File: src/logic/bsctp_defines.vh
/*
 Constants for the boundary-scan test port: instruction codes, register sizes,
 identity word field positions and synchroniser timing.
 Assumes it is included by its bare name from the design file.
*/
`ifndef BSCTP_DEFINES_VH
`define BSCTP_DEFINES_VH

// ==========================================================================
// Instruction codes
// ==========================================================================
`define BSCTP_INS_WIDTH        4
`define BSCTP_INS_EXTEST       4'h0
`define BSCTP_INS_SAMPLE       4'h1
`define BSCTP_INS_IDCODE       4'h2
`define BSCTP_INS_CLAMP        4'h3
`define BSCTP_INS_HIGHZ        4'h4
`define BSCTP_INS_BYPASS       4'hF
`define BSCTP_INS_CAPTURE      4'h1

// ==========================================================================
// Identity word layout
// ==========================================================================
`define BSCTP_ID_WIDTH         32
`define BSCTP_ID_VER_MSB       31
`define BSCTP_ID_VER_LSB       28
`define BSCTP_ID_PART_MSB      27
`define BSCTP_ID_PART_LSB      12
`define BSCTP_ID_MFR_MSB       11
`define BSCTP_ID_MFR_LSB       1
`define BSCTP_ID_MARKER        1'h1

// ==========================================================================
// Timing
// ==========================================================================
`define BSCTP_CLK_PERIOD_NS    8
`define BSCTP_TCK_PERIOD_NS    100
`define BSCTP_PIN_IDLE         4'hB

`endif

File: src/logic/bsctp_test_port.v
/*
 Boundary-scan test access logic: tap state machine, 4-bit instruction shift
 register, pass-through cell, identity word and an edge cell chain.
 Assumes the test clock, mode select, test data in and test reset come from
 an outside controller and are sampled here on clk; edges are detected after
 two flip-flops, so the test clock must be much slower than clk.
*/
// Summary of operation
// - The instruction register is 4 bits and code 0000 puts the edge chain on the path and drives cell contents onto the outputs.
// - Code 1111 puts the one-bit pass-through cell between test data in and out.
// - Code 0010 loads the 32-bit identity word at capture and shifts it out.
// - Code 0100 uses the pass-through cell and releases every device output but test data out to high impedance.
// - Code 0011 drives cell contents onto the outputs while the pass-through cell is the path.
// - Code 0001 puts the edge chain on the path and captures the live input and output values.
// - Under code 0001 values shift into the cells without disturbing normal operation.
// - Identity bits 31:28 hold the version field.
// - Identity bits 27:12 hold the 16-bit part number.
// - Identity bits 11:1 hold the 11-bit manufacturer code.
// - Identity bit 0 always reads 1.
// - Edge cells cover all device outputs but test data out and all inputs but the test pins.
`timescale 1ns/1ns
`include "bsctp_defines.vh"

module bsctp_test_port #(
    parameter NUM_IN   = 8,
    parameter NUM_OUT  = 8,
    parameter [3:0]  VERSION_CODE = 4'h1,      // Arbitrary value.
    parameter [15:0] PART_CODE    = 16'h0A5A,  // Arbitrary value.
    parameter [10:0] MFR_CODE     = 11'h155    // Arbitrary value.
) (
    input  wire               clk,
    input  wire               rst_n,
    input  wire               testClk,
    input  wire               modeSelect,
    input  wire               testDataIn,
    input  wire               testReset_n,
    input  wire [NUM_IN-1:0]  coreIn,
    input  wire [NUM_OUT-1:0] coreOut,
    input  wire [NUM_OUT-1:0] coreOutEn_n,
    output reg                testDataOut,
    output reg                testDataOutEn_n,
    output reg  [NUM_IN-1:0]  inToCore,
    output reg  [NUM_OUT-1:0] padOut,
    output reg  [NUM_OUT-1:0] padOutEn_n
);
    // ======================================================================
    // Chain length and tap states
    // ======================================================================
    localparam CHAIN = NUM_IN + 2 * NUM_OUT;
    localparam [15:0] S_RESET = 16'h0001, S_IDLE = 16'h0002, S_SELDR = 16'h0004,
                      S_CAPDR = 16'h0008, S_SHDR = 16'h0010, S_EX1DR = 16'h0020,
                      S_PADR  = 16'h0040, S_EX2DR = 16'h0080, S_UPDR = 16'h0100,
                      S_SELIR = 16'h0200, S_CAPIR = 16'h0400, S_SHIR = 16'h0800,
                      S_EX1IR = 16'h1000, S_PAIR  = 16'h2000, S_EX2IR = 16'h4000,
                      S_UPIR  = 16'h8000;

    // ======================================================================
    // Reset release and pin synchronisers
    // ======================================================================
    reg [1:0] rstSync_q;
    wire      rstInt_n = rstSync_q[1];
    reg [3:0] pinMeta_q;
    reg [3:0] pinSync_q;
    reg       tckLast_q;
    always @(posedge clk or negedge rst_n)
    begin
        if (!rst_n)
            rstSync_q <= 2'h0;
        else
            rstSync_q <= {rstSync_q[0], 1'h1};
    end
    always @(posedge clk or negedge rstInt_n)
    begin
        if (!rstInt_n)
        begin
            // Pins start at their idle levels so that release shows no false test clock edge.
            pinMeta_q <= `BSCTP_PIN_IDLE;
            pinSync_q <= `BSCTP_PIN_IDLE;
            tckLast_q <= 1'h1;
        end
        else
        begin
            pinMeta_q <= {testReset_n, testDataIn, modeSelect, testClk};
            pinSync_q <= pinMeta_q;
            tckLast_q <= pinSync_q[0];
        end
    end
    wire tckRise = pinSync_q[0] & ~tckLast_q;
    wire tckFall = ~pinSync_q[0] & tckLast_q;
    wire tmsS    = pinSync_q[1];
    wire tdiS    = pinSync_q[2];
    wire trstS_n = pinSync_q[3];

    // ======================================================================
    // Tap state machine
    // ======================================================================
    reg [15:0] state_q;
    reg [15:0] state_d;
    always @*
    begin
        case (state_q)
            S_RESET: state_d = tmsS ? S_RESET : S_IDLE;
            S_IDLE:  state_d = tmsS ? S_SELDR : S_IDLE;
            S_SELDR: state_d = tmsS ? S_SELIR : S_CAPDR;
            S_CAPDR: state_d = tmsS ? S_EX1DR : S_SHDR;
            S_SHDR:  state_d = tmsS ? S_EX1DR : S_SHDR;
            S_EX1DR: state_d = tmsS ? S_UPDR : S_PADR;
            S_PADR:  state_d = tmsS ? S_EX2DR : S_PADR;
            S_EX2DR: state_d = tmsS ? S_UPDR : S_SHDR;
            S_UPDR:  state_d = tmsS ? S_SELDR : S_IDLE;
            S_SELIR: state_d = tmsS ? S_RESET : S_CAPIR;
            S_CAPIR: state_d = tmsS ? S_EX1IR : S_SHIR;
            S_SHIR:  state_d = tmsS ? S_EX1IR : S_SHIR;
            S_EX1IR: state_d = tmsS ? S_UPIR : S_PAIR;
            S_PAIR:  state_d = tmsS ? S_EX2IR : S_PAIR;
            S_EX2IR: state_d = tmsS ? S_UPIR : S_SHIR;
            S_UPIR:  state_d = tmsS ? S_SELDR : S_IDLE;
            default: state_d = S_RESET;
        endcase
    end

    // ======================================================================
    // Instruction decode
    // ======================================================================
    reg [3:0] insShift_q;
    reg [3:0] ins_q;
    // Reserved codes fall to the pass-through path so a stray code stays harmless.
    wire selChain = (ins_q == `BSCTP_INS_EXTEST) || (ins_q == `BSCTP_INS_SAMPLE);
    wire selId    = (ins_q == `BSCTP_INS_IDCODE);
    wire drive    = (ins_q == `BSCTP_INS_EXTEST) || (ins_q == `BSCTP_INS_CLAMP);
    wire floatAll = (ins_q == `BSCTP_INS_HIGHZ);
    wire [31:0] idWord = {VERSION_CODE, PART_CODE, MFR_CODE, `BSCTP_ID_MARKER};

    // ======================================================================
    // Data registers, shifted on test clock rise
    // ======================================================================
    reg              passCell_q;
    reg [31:0]       idShift_q;
    reg [CHAIN-1:0]  cellShift_q;
    reg [CHAIN-1:0]  cellHold_q;
    always @(posedge clk or negedge rstInt_n)
    begin
        if (!rstInt_n)
        begin
            state_q     <= S_RESET;
            insShift_q  <= 4'h0;
            ins_q       <= `BSCTP_INS_IDCODE;
            passCell_q  <= 1'h0;
            idShift_q   <= 32'h0;
            cellShift_q <= {CHAIN{1'b0}};
            cellHold_q  <= {CHAIN{1'b0}};
        end
        else if (!trstS_n)
        begin
            state_q <= S_RESET;
            ins_q   <= `BSCTP_INS_IDCODE;
        end
        else if (tckRise)
        begin
            state_q <= state_d;
            if (state_q == S_RESET)
                ins_q <= `BSCTP_INS_IDCODE;
            if (state_q == S_CAPIR)
                insShift_q <= `BSCTP_INS_CAPTURE;
            if (state_q == S_SHIR)
                insShift_q <= {tdiS, insShift_q[3:1]};
            if (state_q == S_UPIR)
                ins_q <= insShift_q;
            if (state_q == S_CAPDR)
            begin
                passCell_q  <= 1'h0;
                idShift_q   <= idWord;
                cellShift_q <= {coreOutEn_n, coreOut, coreIn};
            end
            if (state_q == S_SHDR)
            begin
                passCell_q  <= tdiS;
                idShift_q   <= {tdiS, idShift_q[31:1]};
                if (selChain)
                    cellShift_q <= {tdiS, cellShift_q[CHAIN-1:1]};
            end
            if (state_q == S_UPDR && selChain)
                cellHold_q <= cellShift_q;
        end
    end

    // ======================================================================
    // Test data out on falling test clock, pad multiplexers
    // ======================================================================
    reg serialBit;
    always @*
    begin
        if (state_q == S_SHIR)
            serialBit = insShift_q[0];
        else if (selChain)
            serialBit = cellShift_q[0];
        else if (selId)
            serialBit = idShift_q[0];
        else
            serialBit = passCell_q;
    end
    always @(posedge clk or negedge rstInt_n)
    begin
        if (!rstInt_n)
        begin
            testDataOut     <= 1'h0;
            testDataOutEn_n <= 1'h1;
            inToCore        <= {NUM_IN{1'b0}};
            padOut          <= {NUM_OUT{1'b0}};
            padOutEn_n      <= {NUM_OUT{1'b1}};
        end
        else
        begin
            if (tckFall)
            begin
                testDataOut     <= serialBit;
                testDataOutEn_n <= ~((state_q == S_SHIR) || (state_q == S_SHDR));
            end
            // Sample/preload leaves the core path untouched.
            inToCore   <= (ins_q == `BSCTP_INS_EXTEST) ? cellHold_q[NUM_IN-1:0] : coreIn;
            padOut     <= drive ? cellHold_q[NUM_IN+NUM_OUT-1:NUM_IN] : coreOut;
            padOutEn_n <= floatAll ? {NUM_OUT{1'b1}} :
                          drive ? cellHold_q[CHAIN-1:NUM_IN+NUM_OUT] : coreOutEn_n;
        end
    end
endmodule // bsctp_test_port

File: config.mk
export PLATFORM = sky130hd
export DESIGN_NAME = bsctp_test_port
export DESIGN_NICKNAME = d
export VERILOG_FILES = /design/src/logic/bsctp_test_port.v
export VERILOG_INCLUDE_DIRS = /design/src /design/src/logic
export SDC_FILE = /design/constraint.sdc
export NUM_CORES = 1
export LEC_CHECK = 0
export ABC_AREA = 1
export BUFFER_PORTS_ARGS = -buffer_cell sky130_fd_sc_hd__buf_2
export CAP_MARGIN = 20
export CORE_ASPECT_RATIO = 1.2
export CORE_UTILIZATION = 64
export CTS_CLUSTER_SIZE = 25
export DETAILED_ROUTE_END_ITERATION = 6
export GPL_TIMING_DRIVEN = 0
export PLACE_DENSITY = 0.95
export SLEW_MARGIN = 15
export SYNTH_ARGS = -nofsm -noshare
export SYNTH_HDL_FRONTEND = slang
export SYNTH_SLANG_ARGS = --single-unit
File: constraint.sdc
create_clock -name clk -period 8.2 [get_ports clk]
set_input_delay 2.05 -clock clk [delete_from_list [all_inputs] [get_ports clk]]
set_output_delay 2.05 -clock clk [all_outputs]
set_load 0.05 [all_outputs]
Word level (Yosys, flattened, before mapping)
Index checks and enable logic that the tools add are counted.
{"block": "word_totals", "reg_bits": 142, "wordCells": 93}
{"block": "classes", "n_eq_ne": 22, "n_mux": 35, "bitwise_logic": 5, "reduce_logical": 15}
{"cell": "one-hot mux 16 bit (12 select lines)", "count": 1}
{"cell": "two-way mux 24 bit", "count": 3}
{"cell": "two-way mux 16 bit", "count": 4}
{"cell": "two-way mux 32 bit", "count": 2}
{"cell": "two-way mux 8 bit", "count": 5}
{"cell": "two-way mux 4 bit", "count": 6}
{"cell": "two-way mux 9 bit", "count": 2}
{"cell": "equality test 16 x 1 -> 1 bit, second input constant", "count": 1}
{"cell": "equality test 16 x 10 -> 1 bit, second input constant", "count": 1}
{"cell": "equality test 16 x 11 -> 1 bit, second input constant", "count": 1}
{"cell": "equality test 16 x 12 -> 1 bit, second input constant", "count": 1}
{"cell": "equality test 16 x 13 -> 1 bit, second input constant", "count": 1}
{"cell": "equality test 16 x 14 -> 1 bit, second input constant", "count": 1}
{"cell": "equality test 16 x 15 -> 1 bit, second input constant", "count": 1}
{"cell": "equality test 16 bit, second input constant", "count": 1}
{"cell": "equality test 16 x 2 -> 1 bit, second input constant", "count": 1}
{"cell": "equality test 16 x 3 -> 1 bit, second input constant", "count": 1}
{"cell": "equality test 16 x 4 -> 1 bit, second input constant", "count": 1}
{"cell": "equality test 16 x 5 -> 1 bit, second input constant", "count": 1}
{"cell": "equality test 16 x 6 -> 1 bit, second input constant", "count": 1}
{"cell": "equality test 16 x 7 -> 1 bit, second input constant", "count": 1}
{"cell": "equality test 16 x 8 -> 1 bit, second input constant", "count": 1}
{"cell": "equality test 16 x 9 -> 1 bit, second input constant", "count": 1}
{"cell": "two-way mux 15 bit", "count": 1}
{"cell": "other kinds (22)", "count": 37}

Depth between registers and ports, before layout
Gate-level depths: netlist (run 1).
{"block": "depth", "depth_word": 5, "ltp_mapped": 11}

Worst setup path before layout (run 1)
No wires, ideal clock.
{"block": "synth_path", "kind": "reg-to-output", "from": "register testDataOutEn_n", "to": "output port testDataOutEn_n", "t_arrival_ns": 0.664, "setup_slack_ns": 5.486, "path_stages_with_launch": 1, "path_buffers": 0, "path_cell_list": "dfstp_2"}
{"item": "from (decl)", "line": "bsctp_test_port.v:41", "source": "output reg testDataOutEn_n,"}
{"item": "from (signal assigned)", "line": "bsctp_test_port.v:217", "source": "testDataOutEn_n <= ~((state_q == S_SHIR) || (state_q == S_SHDR));"}
No word-level cell between the ends.

Worst setup path after layout (run 1)
{"block": "layout_path", "from": "register testDataOutEn_n", "to": "output port testDataOutEn_n"}
No word-level cell between the ends.

==> run_results.csv, run 1 <==
group,metric,value,unit
clock_network,cts_sinks,141,
synthesis,ys_seq_area_share,56.1,%
drt,wl_per_cell,18.0,um
grt,grt_start_max_net_pins,67,
critical_path,worstPathArrival,1220,ps
timing,slew_viol_final,0,
drt,num_vias,5675,
synthesis,synth_nets,726,
timing,skew,6.89,ps
layout,fin_util,77.9,%
critical_path,regToRegEndpoint,"cellHold_q[12]",
timing,rsz0062_at_grt,"no",
grt,grt_pass1_wl,27900,um
critical_path,max_stage_delay,540,ps
critical_path,cp_max_fo,2,
power_and_ir_drop,powerDensity,231,nW/um2
critical_path,rr_worst_depth,11,
critical_path,worstReg2RegStart,"pinSync_q[0]",
critical_path,path_delay_family,"flip-flops",
critical_path,critPathRequiredTime,6150,ps
grt,antenna_found_initial,0,
drt,dr.first_iter.drc_count,736,
drt,ant_nets,0,
layout,instances_no_fill,908,
synthesis,ys_ff_latch,141,
critical_path,setup.worst_path.end,"testDataOutEn_n",
drt,drcViolationCount,0,
grt,grt.overflow.total,0,
power_and_ir_drop,ir_drop,0.000170,V
clock_network,cts_resized,0,
critical_path,worstSetupPathDepth,1,
clock_network,numCtsBuffers,17,
place,hpwl,10100,um
timing,min_period,3270,ps
drt,dr.pass1.iters,7,
clock_network,hold_buffers,0,
floorplanning,chipWidth,92.8,um
floorplanning,die_h,111,um
synthesis,synth_cell_types,37,
floorplanning,core_area,9560,um2
layout,fillers,549,
drt,finalWirelength,16400,um
floorplanning,num_rows,39,
clock_network,clock_path_buffers,2,
clock_network,post-cts-setup-buffer-count,0,
synthesis,ys_warn_count,0,
timing,final_hold_viol_count,0,
floorplanning,initial_utilization,66.2,%
critical_path,cp-end-kind,"output port",
critical_path,critPathBufInv,1,
synthesis,synth.avg_cell_area,9.10,um2
floorplanning,io_pins,56,
timing,fmax,306,MHz
critical_path,crit_slowest_cell,"dfstp_2",
layout,finalNetCount,802,
layout,antennaDiodeCount,0,
grt,grtUsageTotal,35.1,%
place,io_buffers,55,
clock_network,cts_tree,"done",
grt,first_global_vias,5865,
clock_network,cts_max_level,4,
clock_network,worstSkewPairLatency,420,ps
drt,via_per_inst,6.25,
layout,multiInputGateArea,2170,um2
timing,tns,0,ps
clock_network,path_clk_slew,60,ps
timing,worst_pin_slew,581,ps
place,gp_congestion,0.875,
synthesis,synth_edf_count,0,
synthesis,ys.flop_type,"dfrtp_1",
floorplanning,die_area,10300,um2
critical_path,crit_chain,"buf_2",
critical_path,rrSetupSlack,5940,ps
critical_path,critical_path_class,"reg2out",
timing,setup_violations,0,
layout,regArea,3550,um2
synthesis,synthCells,696,
synthesis,async_reset_ff_share,100,%
layout,area.growth.synth_to_final,17.6,%
flow_run,drv_cap,0,
critical_path,cp-startpoint,"testDataOutEn_n",
clock_network,cts-root-buf,"clkbuf_16",
critical_path,start_kind,"flop",
worst_hold_path,hp-class,"reg2async",
power_and_ir_drop,p_leak,0.00353,uW
timing,relSlewSlack,61.3,%
timing,final.period_utilization,39.9,%
layout,drive_gt1_share,21.8,%
place,dp.cells,876,
synthesis,syn-cell-area,6330,um2
status,run_status,"complete, no violations",
[synthesized netlist by cell type (2+ instances only)]
library cell  count  area share, %
o21ai_1          23            1.8
o31ai_1           2           0.24
buf_2             7           0.55
inv_1           108            6.4
nand2_2           5           0.49
nand3b_1          2           0.24
o22ai_1          49            4.8
o21ai_0          58            4.6
nor2_4            4           0.71
clkbuf_1         16           0.95
a21oi_1          14            1.1
inv_2             7           0.42
a22oi_1           2           0.24
nor2_2            7           0.69
nor3_1           26            2.1
dfrtp_1         123             49
a22oi_2          10            2.0
nand2_1         110            6.5
nand3_1          28            2.2
dfstp_2          18            7.5
nor2_1           36            2.1
buf_6             6            1.1
o211ai_1          8           0.95
o21ai_2          14            1.9
[cell type report]
class	count	area share [%]
Buffer	31	2.34
Clock buffer	22	6.23
Clock inverter	10	2.18
Inverter	116	5.85
Multi-Input combinational cell	408	29.2
Sequential cell	141	47.7
Tap cell	123	2.07
Timing Repair Buffer	57	4.44
[stage by stage]
stage          instance area, um2  setup WS, ps  hold slack (ps)  total power (uW)
2_1_floorplan                6330          4010              331               863
6_report                     7450          4930              241              1720
3_3_place_gp                 6760          2810              337               892
4_1_cts                      7450          4930              249              1720
5_1_grt                      7450          4900              269              1770
3_5_place_dp                 6820          5380              248               907
[cells by family after synthesis]
| logic type | count (synthesis) | share of synthesized area [%] |
|---|---|---|
| DFF | 141 | 56.1 |
| other | 1 | 0.0592 |
| buffers and inverters | 147 | 9.62 |
| and+or+nand+nor | 223 | 16.1 |
| AOI/OAI and AO/OA | 184 | 18.2 |
[sequential cells by signal, indices dropped and copies added, names as in the netlist, 2 cells and up]
| register | count |
|---|---|
| state_q | 16 |
| pinMeta_q | 4 |
| cellHold_q | 24 |
| inToCore | 8 |
| idShift_q | 31 |
| insShift_q | 4 |
| padOutEn_n | 8 |
| pinSync_q | 4 |
| cellShift_q | 24 |
| ins_q | 4 |
| padOut | 8 |
| rstSync_q | 2 |
[layout by cell type (no fill, tap or decap), types with 2 or more instances in the layout]
master and n:
nor2_1 36, buf_6 6, dfrtp_1 122, inv_2 7, a21oi_1 14, o21ai_1 23, o21ai_2 14, o21ai_0 58
o31ai_1 2, nor3_1 26, nand2_1 110, clkinvlp_4 2, o211ai_1 8, nor2_4 4, clkbuf_1 19, clkbuf_16 17
inv_1 108, a22oi_1 2, buf_16 2, dfstp_2 18, buf_2 62, a22oi_2 10, clkinv_4 2, o22ai_1 49
clkinv_2 2, nand3_1 28, nand2_2 5, clkbuf_8 2, nor2_2 7, nand3b_1 2, bufinv_16 4
[worst min path at each step]
stage | startpoint | to | slack (ps) | cells after the start
6_report | rstSync_q[1] | idShift_q[24] | 240 | 0
5_1_grt | rstSync_q[1] | idShift_q[10] | 270 | 0
4_1_cts | rstSync_q[1] | idShift_q[10] | 250 | 0
3_5_place_dp | rstSync_q[1] | pinMeta_q[2] | 250 | 0
3_3_place_gp | pinMeta_q[2] | pinSync_q[2] | 340 | 0
2_1_floorplan | pinMeta_q[2] | pinSync_q[2] | 330 | 0
[routing by layer]
layer,vias up,global-route usage [%],wire (um)
li1,2450,-,-
met1,2672,41.2,5840
met2,449,58.0,8290
met3,104,9.12,1530
met4,0,19.9,722
met5,-,0,0
[where the power goes]
group / switching, uW / internal (uW) / total (uW)
logic: 101 / 43.2 / 144
registers: 29.5 / 733 / 763
clock network: 291 / 525 / 816
No activity file was read; power rests on OpenSTA's default activity.
==> run 2: changes to the inputs <==
--- a/config.mk
+++ b/config.mk
@@ -6,15 +6,15 @@
 export SDC_FILE = /design/constraint.sdc
 export NUM_CORES = 1
 export LEC_CHECK = 0
-export ABC_AREA = 1
+export ABC_AREA = 0
 export BUFFER_PORTS_ARGS = -buffer_cell sky130_fd_sc_hd__buf_2
 export CAP_MARGIN = 20
 export CORE_ASPECT_RATIO = 1.2
-export CORE_UTILIZATION = 64
+export CORE_UTILIZATION = 59
 export CTS_CLUSTER_SIZE = 25
 export DETAILED_ROUTE_END_ITERATION = 6
 export GPL_TIMING_DRIVEN = 0
-export PLACE_DENSITY = 0.95
+export PLACE_DENSITY = 0.89
 export SLEW_MARGIN = 15
 export SYNTH_ARGS = -nofsm -noshare
 export SYNTH_HDL_FRONTEND = slang
==> constraint.sdc (replaced) <==
create_clock -name clk -period 3.2 [get_ports clk]
set_input_delay 0.8 -clock clk [delete_from_list [all_inputs] [get_ports clk]]
set_output_delay 0.8 -clock clk [all_outputs]
set_load 0.05 [all_outputs]
==> run 2 against run 1 <==
Non-clock buffer count up 1. Total power up 140%. Via count down 17%. Cell area is 3.6% lower. Cell count down 18%. Register-to-register slack got worse by 5400 ps. Global-route usage shrank 3.3 points. Synthesized cell count fell by 23%. Routed wire length fell by 6.1%.
==> run_results.csv, run 2 <==
group,metric,value,unit
layout,fin_util,71.7,%
floorplanning,initial_utilization,60.4,%
grt,grt_pass1_wl,25200,um
drt,dr.first_iter.drc_count,545,
critical_path,cp-end-kind,"flop",
timing,fmax,371,MHz
floorplanning,die_area,10700,um2
floorplanning,num_rows,40,
synthesis,synth.avg_cell_area,11.3,um2
power_and_ir_drop,p_leak,0.00354,uW
synthesis,synth_cell_types,51,
synthesis,yosys.area_share.adder,0,%
layout,finalNetCount,639,
clock_network,hold_buffers,0,
timing,final_hold_viol_count,0,
layout,final_common_cell,"dfrtp_1",
critical_path,critical_path_class,"reg2reg",
synthesis,ys_seq_area_share,58.8,%
clock_network,numCtsBuffers,17,
critical_path,critPathRequiredTime,3510,ps
grt,grtUsageTotal,31.9,%
floorplanning,die_h,113,um
synthesis,synthSimpleGateAreaFrac,16.4,%
drt,wl_per_cell,20.6,um
timing,final.period_utilization,84.3,%
synthesis,ys_warn_count,0,
layout,mostFrequentLayoutCells,"dfrtp_1, nand2_1, buf_2",
clock_network,cts_resized,0,
critical_path,regToRegEndpoint,"cellHold_q[11]",
drt,ant_nets,0,
critical_path,worstPathArrival,3000,ps
critical_path,rr_worst_depth,5,
synthesis,ys.flop_type,"dfrtp_1",
synthesis,synth_compound_area_share,11.5,%
clock_network,cts_tree,"done",
floorplanning,io_pins,56,
drt,num_vias,4699,
timing,worst_pin_slew,904,ps
floorplanning,core_area,10000,um2
synthesis,synthCells,533,
grt,grt_start_max_net_pins,58,
flow_run,drv_cap,0,
critical_path,worstReg2RegStart,"state_q[12]",
drt,via_per_inst,6.28,
timing,setup_violations,0,
synthesis,async_reset_ff_share,100,%
layout,largest_reg_flops,31,
place,io_buffers,55,
timing,slew_viol_final,0,
layout,antennaDiodeCount,0,
power_and_ir_drop,powerDensity,587,nW/um2
drt,drcViolationCount,0,
timing,rsz0062_at_grt,"no",
layout,drive_gt1_share,24.8,%
layout,regMostFlops,"idShift_q",
place,hpwl,9030,um
clock_network,worstSkewPairLatency,440,ps
timing,skew,12.2,ps
synthesis,synth_area_leader_cell,"dfrtp_1",
clock_network,clock_path_buffers,2,
clock_network,cts_sinks,141,
layout,area.growth.synth_to_final,18.8,%
worst_hold_path,hp-class,"in2async",
timing,relSlewSlack,39.5,%
synthesis,ys_ff_latch,141,
drt,finalWirelength,15400,um
place,gp_congestion,0.886,
synthesis,syn-cell-area,6040,um2
clock_network,cts_max_level,4,
synthesis,synth_top_family_by_area,"simple AND/OR/NAND/NOR gates",
timing,tns,0,ps
synthesis,netlist.area_leader.share,50.9,%
synthesis,synth_area_leaders,"dfrtp_1, dfstp_2, nand2_1, mux2_1, mux2_2",
clock_network,path_clk_slew,60,ps
clock_network,cts-root-buf,"clkbuf_16",
synthesis,synth_edf_count,0,
synthesis,synth_mux_area_share,8.95,%
grt,grt.overflow.total,0,
grt,antenna_found_initial,0,
critical_path,rrSetupSlack,500,ps
layout,reg.largest.list,"idShift_q: 31 flops, cellHold_q: 24 flops, cellShift_q: 24 flops",
drt,dr.pass1.iters,5,
clock_network,post-cts-setup-buffer-count,0,
synthesis,ys_top_cells_by_count,"dfrtp_1, nand2_1, nor2_1",
layout,fin_area,7180,um2
synthesis,synth.most_common_cell,"dfrtp_1",
critical_path,cp_max_fo,10,
grt,first_global_vias,4863,
power_and_ir_drop,ir_drop,0.000543,V
timing,min_period,2700,ps
floorplanning,chipWidth,94.4,um
synthesis,synth-xor-area-share,1.16,%
place,postPlaceCellArea,6530,um2
status,run_status,"complete, no violations",
critical_path,start_kind,"flop",
synthesis,synth_nets,563,
layout,fillers,583,
power_and_ir_drop,power.total,4210,uW
==> run 2: cell count changes after synthesis, sizes merged, moves of 9 or more <==
cell	previous run	this run
mux2	0	40
a22oi	12	0
mux2i	0	9
a21oi	15	4
a2bb2oi	0	24
o22ai	49	24
inv	115	6
o21ai	95	21
nand2	115	88
nor3	27	6
nand3	30	12
==> run 2: cell type report <==
| type | count | area [um2] | area share [%] |
|---|---|---|---|
| multi-input cells | 354 | 2300 | 32.0 |
| repair buffers | 57 | 330 | 4.60 |
| flip-flops and latches | 141 | 3550 | 49.5 |
| inverters | 6 | 22.5 | 0.314 |
| clock inverters | 14 | 204 | 2.84 |
| clock buffers | 18 | 439 | 6.12 |
| well taps | 126 | 158 | 2.20 |
| plain buffers | 32 | 170 | 2.37 |
==> run 2: metrics by stage <==
step | setup WS (ps) | instances | hold slack (ps)
final | 504 | 748 | 141
after global routing | 388 | 748 | 141
after CTS | 554 | 748 | 143
after detailed placement | 632 | 716 | 320
after global placement | 220 | 714 | 336
after floorplan | 875 | 533 | 331
==> run 2: logic make-up after synthesis <==
kind of cell,Yosys count
AOI/OAI and AO/OA,98
xor gates and xnor gates,8
other,1
and+or+nand+nor,198
buffers and inverters,38
DFF,141
muxes,49
==> run 2: per-layer routing <==
metal | track usage [%] | vias to the layer above | share of wire [%]
met5 | 0 | - | 0
met4 | 17.7 | 0 | 4.7
met3 | 7.73 | 75 | 6.4
met2 | 52.3 | 258 | 51
met1 | 38.3 | 2327 | 38
li1 | - | 2039 | -
==> run 2: critical path: stages (launching register included) <==
cell	delay, ps
dfrtp_1	490
nor4_4	580
nand3_2	280
nor4b_4	600
buf_6	250
mux2_1	360
==> run 2: how the worst max path moves through the flow <==
stage / cells past startpoint / endpoint / slack, ps / start
floorplan: 0 / cellHold_q[0] / 880 / rstSync_q[1]
global placement: 0 / state_q[7] / 220 / rstSync_q[1]
detailed placement: 5 / cellHold_q[14] / 630 / state_q[12]
CTS: 6 / cellHold_q[11] / 550 / state_q[3]
global route: 5 / cellHold_q[11] / 390 / state_q[12]
finish: 5 / cellHold_q[11] / 500 / state_q[12]
==> run 2: report_power, final <==
| group | internal, uW | switching (uW) | leakage, uW | total (uW) |
|---|---|---|---|---|
| logic | 55.8 | 147 | 0.00137 | 203 |
| clock network | 1340 | 824 | 0.000310 | 2160 |
| registers | 1820 | 25.6 | 0.00186 | 1840 |
